===== src/design/dsbp_pkg.sv =====
// constants for the dma status and bus priority block
// assumes one 25 MHz clock and a plain register port with 8-bit data
// Notes on behaviour
// - writing one clears a recorded stop cause
// - pending flag stays until cleared or reset
// - two dummy states when bus returns to cpu
// - hold request beats dma request in byte mode
// - other requests sampled only in last cycle
// - later hold request still beats pending dma
// - mode b FD starts on timer four timeout
// - command bit one zero gives no software request
// - mode b 91 requests on conversion complete
package dsbp_pkg;
    localparam int NCH        = 4;
    localparam int AW         = 8;
    localparam int DW         = 8;
    localparam int NEVT       = 8;
    // register map: channel n at n*4, bus status at 0x10
    localparam logic [1:0] OFS_CMD    = 2'h0;
    localparam logic [1:0] OFS_MODEA  = 2'h1;
    localparam logic [1:0] OFS_MODEB  = 2'h2;
    localparam logic [1:0] OFS_STAT   = 2'h3;
    localparam logic [AW-1:0] ADR_BUS = 8'h10;
    localparam logic [AW-1:0] ADR_CHMAX = 8'h0F;
    // command fields
    localparam int CMD_EN   = 0;
    localparam int CMD_SWRQ = 1;
    // mode a fields
    localparam int MA_LV    = 6;
    localparam int MA_XM_LO = 0;
    localparam logic [1:0] XM_BYTE = 2'h0;
    // mode b fields
    localparam int MB_SEL_LO = 5;
    localparam int MB_INT    = 4;
    localparam int MB_UPD_LO = 0;
    localparam logic [DW-1:0] MB_TMR4_FIX_INC = 8'hFD;
    localparam logic [DW-1:0] MB_ADC_DONE     = 8'h91;
    // status fields
    localparam int ST_PEND = 0;
    localparam int ST_ERR  = 4;
    localparam int ST_TC   = 5;
    localparam int ST_MAT  = 6;
    localparam int ST_EOP  = 7;
    // reset values
    localparam logic [DW-1:0] RST_CMD   = 8'h00;
    localparam logic [DW-1:0] RST_MODEA = 8'h00;
    localparam logic [DW-1:0] RST_MODEB = 8'h00;
    // bus turnaround length in clock states
    localparam int DUMMY_STATES = 2;
    // grant word: channel and address update code
    localparam int GW = 6;
    typedef enum logic [3:0] {
        BUS_IDLE  = 4'b0001,
        BUS_DMA   = 4'b0010,
        BUS_DUMMY = 4'b0100,
        BUS_HOLD  = 4'b1000
    } dsbp_bus_t;
endpackage


===== src/design/dsbp_sync.sv =====
// three-stage pin synchroniser with agreement filter
// assumes asynchronous inputs; output changes once stages two and three agree
`timescale 1ns/10ps
module dsbp_sync #(
    parameter int W = 1,
    parameter logic [W-1:0] INIT = '1
) (
    // clock and reset
    input  wire logic         clk_in,
    input  wire logic         srst_in,
    // pin side and synchronised side
    input  wire logic [W-1:0] pin_in,
    output logic      [W-1:0] sync_out
);
    logic [W-1:0] s1_r, s2_r, s3_r, q_r;
    logic [W-1:0] q_nxt;

    always_comb begin
        q_nxt = q_r;
        for (int i = 0; i < W; i++) begin
            if (s2_r[i] == s3_r[i]) begin
                q_nxt[i] = s3_r[i];
            end
        end
    end

    always_ff @(posedge clk_in) begin
        if (srst_in) begin
            s1_r <= INIT;
            s2_r <= INIT;
            s3_r <= INIT;
            q_r  <= INIT;
        end else begin
            s1_r <= pin_in;
            s2_r <= s1_r;
            s3_r <= s2_r;
            q_r  <= q_nxt;
        end
    end

    assign sync_out = q_r;
endmodule


===== src/design/dsbp_buf.sv =====
// two-entry buffer with valid and ready on both sides
// assumes producer and consumer share the clock
`timescale 1ns/10ps
module dsbp_buf #(
    parameter int W     = 8,
    parameter int DEPTH = 2
) (
    // clock and reset
    input  wire logic         clk_in,
    input  wire logic         srst_in,
    // fill side
    input  wire logic         in_valid_in,
    input  wire logic [W-1:0] in_data_in,
    output logic              in_ready_out,
    // drain side
    output logic              out_valid_out,
    output logic      [W-1:0] out_data_out,
    input  wire logic         out_ready_in
);
    localparam int PW = $clog2(DEPTH);
    logic [W-1:0]  mem_r [DEPTH];
    logic [PW-1:0] wp_r, rp_r, wp_nxt, rp_nxt;
    logic [PW:0]   cnt_r, cnt_nxt;
    logic          push, pop;

    always_comb begin
        push    = in_valid_in && (cnt_r != (PW+1)'(DEPTH));
        pop     = out_ready_in && (cnt_r != '0);
        wp_nxt  = push ? wp_r + 1'b1 : wp_r;
        rp_nxt  = pop ? rp_r + 1'b1 : rp_r;
        cnt_nxt = cnt_r + (PW+1)'(push) - (PW+1)'(pop);
    end

    always_ff @(posedge clk_in) begin
        if (srst_in) begin
            wp_r  <= '0;
            rp_r  <= '0;
            cnt_r <= '0;
        end else begin
            wp_r  <= wp_nxt;
            rp_r  <= rp_nxt;
            cnt_r <= cnt_nxt;
        end
        if (push) begin
            mem_r[wp_r] <= in_data_in;
        end
    end

    assign in_ready_out  = (cnt_r != (PW+1)'(DEPTH));
    assign out_valid_out = (cnt_r != '0);
    assign out_data_out  = mem_r[rp_r];
endmodule


===== src/design/dsbp_top.sv =====
// status flags, request capture and bus priority for four dma channels
// assumes a transfer engine that drains grants and reports each done cycle
`timescale 1ns/10ps
module dsbp_top (
    // clock and reset
    input  wire logic                        clk_in,
    input  wire logic                        srst_in,
    // register port
    input  wire logic [dsbp_pkg::AW-1:0]     reg_addr_in,
    input  wire logic [dsbp_pkg::DW-1:0]     reg_wdata_in,
    input  wire logic                        reg_wr_in,
    input  wire logic                        reg_rd_in,
    output logic      [dsbp_pkg::DW-1:0]     reg_rdata_out,
    // pins from outside, active low
    input  wire logic [dsbp_pkg::NCH-1:0]    transfer_request_input_n_in,
    input  wire logic                        bus_hold_request_n_in,
    output logic                             bus_hold_grant_n_out,
    // on-chip peripheral request sources
    input  wire logic [dsbp_pkg::NEVT-1:0]   periph_evt_in,
    // stop events per channel
    input  wire logic [dsbp_pkg::NCH-1:0]    external_end_evt_in,
    input  wire logic [dsbp_pkg::NCH-1:0]    match_evt_in,
    input  wire logic [dsbp_pkg::NCH-1:0]    tc_evt_in,
    input  wire logic [dsbp_pkg::NCH-1:0]    err_evt_in,
    // grants to the transfer engine
    output logic                             xfer_valid_out,
    output logic      [1:0]                  xfer_chan_out,
    output logic      [3:0]                  xfer_update_out,
    input  wire logic                        xfer_ready_in,
    input  wire logic                        xfer_done_in,
    input  wire logic                        xfer_last_in,
    // bus state
    output logic                             dummy_cycle_out,
    output logic                             dma_busy_out
);
    import dsbp_pkg::*;

    ////////////////////////////////////////////////////////////////////
    // helpers

    function automatic logic is_chan(input logic [AW-1:0] a, input logic [1:0] ofs);
        is_chan = (a <= ADR_CHMAX) && (a[1:0] == ofs);
    endfunction

    function automatic logic [1:0] first_set(input logic [NCH-1:0] v);
        first_set = 2'h0;
        for (int i = NCH - 1; i >= 0; i--) begin
            if (v[i]) begin
                first_set = 2'(i);
            end
        end
    endfunction

    ////////////////////////////////////////////////////////////////////
    // pin synchronisers

    logic [NCH-1:0] transfer_request_input_n_s;
    logic           hold_n_s;

    dsbp_sync #(.W(NCH), .INIT('1)) u_sync_transfer_request_input (
        .clk_in   (clk_in),
        .srst_in  (srst_in),
        .pin_in   (transfer_request_input_n_in),
        .sync_out (transfer_request_input_n_s)
    );

    dsbp_sync #(.W(1), .INIT(1'b1)) u_sync_hold (
        .clk_in   (clk_in),
        .srst_in  (srst_in),
        .pin_in   (bus_hold_request_n_in),
        .sync_out (hold_n_s)
    );

    logic hold_req;
    assign hold_req = !hold_n_s;

    ////////////////////////////////////////////////////////////////////
    // configuration registers

    logic [DW-1:0] cmd_r   [NCH];
    logic [DW-1:0] modea_r [NCH];
    logic [DW-1:0] modeb_r [NCH];
    logic [DW-1:0] cmd_nxt [NCH];
    logic [DW-1:0] modea_nxt [NCH];
    logic [DW-1:0] modeb_nxt [NCH];
    logic [1:0]    wch;

    assign wch = reg_addr_in[3:2];

    always_comb begin
        for (int c = 0; c < NCH; c++) begin
            cmd_nxt[c]   = cmd_r[c];
            modea_nxt[c] = modea_r[c];
            modeb_nxt[c] = modeb_r[c];
            if (reg_wr_in && wch == 2'(c)) begin
                if (is_chan(reg_addr_in, OFS_CMD)) begin
                    cmd_nxt[c] = reg_wdata_in;
                end
                if (is_chan(reg_addr_in, OFS_MODEA)) begin
                    modea_nxt[c] = reg_wdata_in;
                end
                if (is_chan(reg_addr_in, OFS_MODEB)) begin
                    modeb_nxt[c] = reg_wdata_in;
                end
            end
        end
    end

    always_ff @(posedge clk_in) begin
        for (int c = 0; c < NCH; c++) begin
            if (srst_in) begin
                cmd_r[c]   <= RST_CMD;
                modea_r[c] <= RST_MODEA;
                modeb_r[c] <= RST_MODEB;
            end else begin
                cmd_r[c]   <= cmd_nxt[c];
                modea_r[c] <= modea_nxt[c];
                modeb_r[c] <= modeb_nxt[c];
            end
        end
    end

    ////////////////////////////////////////////////////////////////////
    // request detection, pending and stop flags

    logic [NCH-1:0] src_lvl, src_prev_r, edge_w, lvl_req, req_w;
    logic [NCH-1:0] svc_r, svc_nxt, sw_r, sw_nxt, pend_r, pend_nxt;
    logic [NCH-1:0] eop_r, mat_r, tc_r, err_r;
    logic [NCH-1:0] eop_nxt, mat_nxt, tc_nxt, err_nxt;
    logic [NCH-1:0] grant_oh, stat_wr;
    logic [2:0]     sel [NCH];

    always_comb begin
        for (int c = 0; c < NCH; c++) begin
            sel[c] = modeb_r[c][MB_SEL_LO +: 3];
            // internal source picked by mode b, else the pin
            src_lvl[c] = modeb_r[c][MB_INT] ? periph_evt_in[sel[c]] : !transfer_request_input_n_s[c];
            edge_w[c]  = src_lvl[c] && !src_prev_r[c];
            lvl_req[c] = src_lvl[c] && !modea_r[c][MA_LV];
            stat_wr[c] = reg_wr_in && wch == 2'(c) && is_chan(reg_addr_in, OFS_STAT);
            // command bit one raises a software request, served only while command bit zero enables the channel
            sw_nxt[c]  = (sw_r[c] && !grant_oh[c])
                         || (reg_wr_in && wch == 2'(c) && is_chan(reg_addr_in, OFS_CMD)
                             && reg_wdata_in[CMD_SWRQ]);
            svc_nxt[c] = (svc_r[c] && !grant_oh[c])
                         || (edge_w[c] && modea_r[c][MA_LV]);
            req_w[c]   = cmd_r[c][CMD_EN] && (lvl_req[c] || svc_r[c] || sw_r[c]);
            // sticky, set wins over a write-one clear
            pend_nxt[c] = (pend_r[c] && !(stat_wr[c] && reg_wdata_in[ST_PEND]))
                          || (modea_r[c][MA_LV] ? edge_w[c] : src_lvl[c]);
            // write one clears a stop cause, a new event wins
            eop_nxt[c] = (eop_r[c] && !(stat_wr[c] && reg_wdata_in[ST_EOP]))
                         || external_end_evt_in[c];
            mat_nxt[c] = (mat_r[c] && !(stat_wr[c] && reg_wdata_in[ST_MAT]))
                         || match_evt_in[c];
            tc_nxt[c]  = (tc_r[c] && !(stat_wr[c] && reg_wdata_in[ST_TC]))
                         || tc_evt_in[c];
            err_nxt[c] = (err_r[c] && !(stat_wr[c] && reg_wdata_in[ST_ERR]))
                         || err_evt_in[c];
        end
    end

    always_ff @(posedge clk_in) begin
        if (srst_in) begin
            // flags start clear
            src_prev_r <= '0;
            svc_r      <= '0;
            sw_r       <= '0;
            pend_r     <= '0;
            eop_r      <= '0;
            mat_r      <= '0;
            tc_r       <= '0;
            err_r      <= '0;
        end else begin
            src_prev_r <= src_lvl;
            svc_r      <= svc_nxt;
            sw_r       <= sw_nxt;
            pend_r     <= pend_nxt;
            eop_r      <= eop_nxt;
            mat_r      <= mat_nxt;
            tc_r       <= tc_nxt;
            err_r      <= err_nxt;
        end
    end

    ////////////////////////////////////////////////////////////////////
    // bus ownership and priority

    dsbp_bus_t      st_r, st_nxt;
    logic [NCH-1:0] smp_r, smp_nxt;
    logic [1:0]     chan_r, chan_nxt;
    logic [1:0]     dcnt_r, dcnt_nxt;
    logic           hold_after_r, hold_after_nxt;
    logic           push, buf_rdy, sample_pt, last_cyc;
    logic [GW-1:0]  push_word;
    logic [1:0]     pick;

    assign last_cyc  = xfer_done_in && xfer_last_in;
    // other channels are looked at only when idle or in the last cycle
    assign sample_pt = (st_r == BUS_IDLE) || (st_r == BUS_DMA && last_cyc);
    assign pick      = first_set(req_w);

    always_comb begin
        st_nxt         = st_r;
        smp_nxt        = sample_pt ? req_w : smp_r;
        chan_nxt       = chan_r;
        dcnt_nxt       = dcnt_r;
        hold_after_nxt = hold_after_r;
        push           = 1'b0;
        grant_oh       = '0;
        unique case (st_r)
            BUS_IDLE: begin
                // hold wins a tie at the sampling point
                if (hold_req) begin
                    st_nxt = BUS_HOLD;
                end else if (|req_w && buf_rdy) begin
                    push         = 1'b1;
                    grant_oh[pick] = 1'b1;
                    chan_nxt     = pick;
                    st_nxt       = BUS_DMA;
                end
            end
            BUS_DMA: begin
                if (last_cyc) begin
                    // a later hold still beats a waiting channel
                    if (hold_req) begin
                        hold_after_nxt = 1'b1;
                        st_nxt         = BUS_DUMMY;
                        dcnt_nxt       = 2'(DUMMY_STATES - 1);
                    end else if (|req_w && buf_rdy) begin
                        push           = 1'b1;
                        grant_oh[pick] = 1'b1;
                        chan_nxt       = pick;
                    end else begin
                        hold_after_nxt = 1'b0;
                        st_nxt         = BUS_DUMMY;
                        dcnt_nxt       = 2'(DUMMY_STATES - 1);
                    end
                end
            end
            BUS_DUMMY: begin
                // turnaround of two states back to the cpu
                if (dcnt_r == 2'h0) begin
                    st_nxt = hold_after_r ? BUS_HOLD : BUS_IDLE;
                end else begin
                    dcnt_nxt = dcnt_r - 2'h1;
                end
            end
            BUS_HOLD: begin
                if (!hold_req) begin
                    st_nxt = BUS_IDLE;
                end
            end
            default: begin
                st_nxt = BUS_IDLE;
            end
        endcase
    end

    always_ff @(posedge clk_in) begin
        if (srst_in) begin
            st_r         <= BUS_IDLE;
            smp_r        <= '0;
            chan_r       <= 2'h0;
            dcnt_r       <= 2'h0;
            hold_after_r <= 1'b0;
        end else begin
            st_r         <= st_nxt;
            smp_r        <= smp_nxt;
            chan_r       <= chan_nxt;
            dcnt_r       <= dcnt_nxt;
            hold_after_r <= hold_after_nxt;
        end
    end

    // grant carries channel and its address update code
    assign push_word = {pick, modeb_r[pick][MB_UPD_LO +: 4]};

    dsbp_buf #(.W(GW), .DEPTH(2)) u_buf (
        .clk_in        (clk_in),
        .srst_in       (srst_in),
        .in_valid_in   (push),
        .in_data_in    (push_word),
        .in_ready_out  (buf_rdy),
        .out_valid_out (xfer_valid_out),
        .out_data_out  ({xfer_chan_out, xfer_update_out}),
        .out_ready_in  (xfer_ready_in)
    );

    ////////////////////////////////////////////////////////////////////
    // read port and registered outputs

    logic [DW-1:0] rdata_r, rdata_nxt;
    logic          grant_n_r, dummy_r, busy_r;
    logic [1:0]    rch;

    assign rch = reg_addr_in[3:2];

    always_comb begin
        rdata_nxt = '0;
        if (reg_rd_in) begin
            if (reg_addr_in == ADR_BUS) begin
                rdata_nxt = {4'h0, chan_r, st_r == BUS_DMA, st_r == BUS_HOLD};
            end else if (is_chan(reg_addr_in, OFS_CMD)) begin
                rdata_nxt = cmd_r[rch];
            end else if (is_chan(reg_addr_in, OFS_MODEA)) begin
                rdata_nxt = modea_r[rch];
            end else if (is_chan(reg_addr_in, OFS_MODEB)) begin
                rdata_nxt = modeb_r[rch];
            end else if (is_chan(reg_addr_in, OFS_STAT)) begin
                rdata_nxt[ST_EOP]  = eop_r[rch];
                rdata_nxt[ST_MAT]  = mat_r[rch];
                rdata_nxt[ST_TC]   = tc_r[rch];
                rdata_nxt[ST_ERR]  = err_r[rch];
                rdata_nxt[ST_PEND] = pend_r[rch];
            end
        end
    end

    always_ff @(posedge clk_in) begin
        if (srst_in) begin
            rdata_r   <= '0;
            grant_n_r <= 1'b1;
            dummy_r   <= 1'b0;
            busy_r    <= 1'b0;
        end else begin
            rdata_r   <= rdata_nxt;
            grant_n_r <= !(st_nxt == BUS_HOLD);
            dummy_r   <= (st_nxt == BUS_DUMMY);
            busy_r    <= (st_nxt == BUS_DMA);
        end
    end

    assign reg_rdata_out        = rdata_r;
    assign bus_hold_grant_n_out = grant_n_r;
    assign dummy_cycle_out      = dummy_r;
    assign dma_busy_out         = busy_r;
endmodule


===== config.mk =====
export PLATFORM = sky130hd
export DESIGN_NAME = dsbp_top
export DESIGN_NICKNAME = d
export VERILOG_FILES = /design/src/design/dsbp_pkg.sv /design/src/design/dsbp_sync.sv /design/src/design/dsbp_buf.sv /design/src/design/dsbp_top.sv
export SDC_FILE = /design/constraint.sdc
export NUM_CORES = 1
export LEC_CHECK = 0
export BUFFER_PORTS_ARGS = -buffer_cell sky130_fd_sc_hd__buf_2
export CAP_MARGIN = 30
export CORE_MARGIN = 5
export CORE_UTILIZATION = 24
export CTS_CLUSTER_SIZE = 8
export DETAILED_ROUTE_END_ITERATION = 8
export HOLD_SLACK_MARGIN = 0.1
export PLACE_DENSITY_LB_ADDON = 0.1
export SYNTH_ARGS = -nofsm -noshare
export SYNTH_HDL_FRONTEND = slang
export SYNTH_HIERARCHICAL = 1
export SYNTH_SLANG_ARGS = --single-unit

===== constraint.sdc =====
create_clock -name clk_in -period 3.3 [get_ports clk_in]
set_input_delay 0.33 -clock clk_in [delete_from_list [all_inputs] [get_ports clk_in]]
set_output_delay 0.33 -clock clk_in [all_outputs]
set_load 0.01 [all_outputs]

==> results.toml <==
[sta]
period_share = 0.888
worstMarginPinSlew_ns = 0.793
setup_violations = 0
maxSlewViolCount = 0
min_period_ns = 2.93
max-slew-margin-rel = 0.471
fmax_ghz = 0.341
finalHoldViolCount = 0
finalSetupTns_ns = 0
skew_ns = 0.0128
rsz0062_at_grt = "no"
setup_ws_ns = 0.371

[clocking]
cts_root_buffer = "clkbuf_16"
clock_latency_ns = 0.44
cts_inserted_buffers = 17
cts.path.max_buffers = 2
postCtsSetupBuffers = 0
cts_resized = 0
clock_sinks = 185
path_clk_slew_ns = 0.08
cts_tree = "done"
htree_levels = 4

[route]
first_pass_iters = 5
drc = 0
drtIter0Drc = 310
vias_per_cell = 4.60
routedWlPerCell_um = 18.4
wl_um = 25800
final_antenna_net_count = 0
vias = 6452

[power]
p_leak_nw = 3.84
ir_drop_mv = 0.331
powerDensity_nw_per_um2 = 464
total_power_mw = 4.67

[grt]
grt_usage = 0.134
grtUsageMet1 = 0.188
use_met2 = 0.214
grt_max_degree = 87
grt_overflow = 0
grt_pass1_vias = 6311
antenna_found_initial = 1
grt_pass1_wl_um = 39700
top_usage_layer = "met2"
grtUsageMet3 = 0.0226

[logic_synthesis]
synthFlopType = "dfxtp_1"
netlist-cell-type-count = 77
syn_area_um2 = 8350
synthArstFlopShare = 0
ys_ff_latch = 185
ys_warn_count = 6
syn_inst = 855
syn_nets = 910
seq_area_frac_synth = 0.458
synth_edf_count = 12
syn_area_per_cell_um2 = 9.76

[cells_and_area]
num_antenna_cells = 0
fillCellCount = 3672
areaGrowthSynthToFinish_pct = 20.6
regArea_um2 = 3820
multiInputGateArea_um2 = 4220
post-route-util = 0.292
drive_gt1_frac = 0.197
final_nets = 991
final_cell_area_um2 = 10100

[die]
start_util = 0.242
core_um2 = 34500
die_x_um = 196
ios = 70
die_h_um = 196
num_rows = 68
die_area_um2 = 38600

[place]
gp_congestion = 0.768
place_area_um2 = 9250
io_buffers = 69
hpwl_um = 18300
dp_slack_ns = 0.367

[setup_path]
cp-start-kind = "flip-flop"
worst_setup_path_end_kind = "flip-flop"
crit_type = "reg -> reg"
critPathRequiredTime_ns = 3.37
crit_fanout = 6
ff2ff_setup_slack_ns = 0.37
cp.arrival_ns = 3.00

[worst_hold_path]
hold_class = "in -> reg"

[outcome]
outcome = "finished clean"

[run]
max-cap-violations = 0
==> cells in the final DEF (no fill, tap or decap), types with 4 or more instances in the layout <==
master	instances
dfxtp_1	173
nor2_1	148
mux2i_1	98
nand2_1	77
buf_2	68
a21oi_1	58
mux4_2	28
buf_4	27
dlygate4sd3_1	21
inv_1	20
clkbuf_16	17
or2_1	16
nand2b_1	13
mux2_1	13
edfxtp_1	12
nand3_1	9
nor3_1	9
a22oi_1	9
o21ai_0	8
nor2b_1	8
o22ai_1	7
nor2_2	6
inv_8	5
o21bai_1	5
mux2_2	4
o221ai_1	4
==> registers in the layout, indices dropped and copies added, names as in the netlist, 8 cells and up, named ones only <==
signal and cells:
cmd_r 32, modea_r 32, modeb_r 32, reg_rdata_out 8
u_buf/mem_r 12
==> repair_timing <==
action,4_1_cts,5_1_grt
endpoints found under the hold margin,21,0
hold buffers,21,0
setup endpoints to repair,0,0
==> per-stage QoR <==
stage / hold WS (ns) / cells
CTS: 0.135 / 1403
global route: 0.138 / 1404
detailed placement: 0.394 / 1350
global placement: 0.387 / 1350
finish: 0.143 / 1404
floorplan: 0.383 / 855
==> metal layers <==
layer / up-vias / wire length [um]
met2: 93 / 12100
met5: - / 7
met3: 24 / 728
li1: 3170 / -
met4: 2 / 369
met1: 3163 / 12600
==> critical path, cell delays in order (launching register included) <==
cell	delay (ns)
dfxtp_1	0.48
mux2i_1	0.14
a221o_1	0.42
o41a_1	0.50
nand4_2	0.21
and2_2	0.19
and2_4	0.14
nor2b_1	0.46
==> report_power, final <==
group          internal, mW  switching [mW]
Combinational         0.143           0.192
Clock                  1.02            1.01
Sequential             2.28          0.0216
Total                  3.45            1.22
==> synth_stat cells, drive strengths merged (2+ instances only) <==
master | number | area share
nand2b | 13 | 0.0097
o41ai | 3 | 0.0040
buf | 13 | 0.0088
a21o | 2 | 0.0018
nand3 | 9 | 0.0054
clkbuf | 43 | 0.019
and2 | 3 | 0.0027
nor3 | 9 | 0.0054
o21a | 2 | 0.0018
o21bai | 5 | 0.0045
nand3b | 3 | 0.0027
a22o | 2 | 0.0022
inv | 20 | 0.0090
or2 | 18 | 0.013
ha | 3 | 0.0045
o21ai | 10 | 0.0060
o31ai | 4 | 0.0042
dfxtp | 173 | 0.41
and2b | 2 | 0.0019
mux4 | 29 | 0.079
mux2i | 98 | 0.12
or3 | 4 | 0.0031
nand2 | 77 | 0.035
nor2b | 8 | 0.0060
nor2 | 154 | 0.071
o22ai | 7 | 0.0052
a22oi | 9 | 0.0081
a32o | 3 | 0.0036
o221ai | 4 | 0.0042
a2111oi | 2 | 0.0028
xnor2 | 3 | 0.0031
o22a | 2 | 0.0022
o41a | 3 | 0.0040
nor4 | 2 | 0.0015
or3b | 3 | 0.0031
a21oi | 58 | 0.035
mux2 | 17 | 0.023
a41oi | 3 | 0.0040
a221oi | 2 | 0.0028
nand4 | 2 | 0.0022
edfxtp | 12 | 0.043
==> layout make-up <==
cell class,instances,share of cell area
multi-input cells,594,0.419
clock buffers,18,0.0436
clock inverters,14,0.0134
repair buffers,118,0.0796
well taps,455,0.0566
inverters,20,0.00746
flip-flops and latches,185,0.380
==> final timing paths <==
kind                                            to                                  start  cells past startpoint
min reg2reg  u_sync_transfer_request_input/s2_r[0]  u_sync_transfer_request_input/s1_r[0]                      1
max                              u_buf/mem_r[0][5]                          modeb_r[2][5]                      7
min                                        st_r[0]                                srst_in                      2
max reg2reg                      u_buf/mem_r[0][5]                          modeb_r[2][5]                      7
==> kinds of logic after synthesis <==
kind of cell	synth area share
compound gates	0.107
mux	0.219
simple gates	0.170
xor+xnor	0.00420
buf+inv	0.0372
fa+ha+maj	0.00450
flops	0.458
Power figures use the tool's default switching activity.
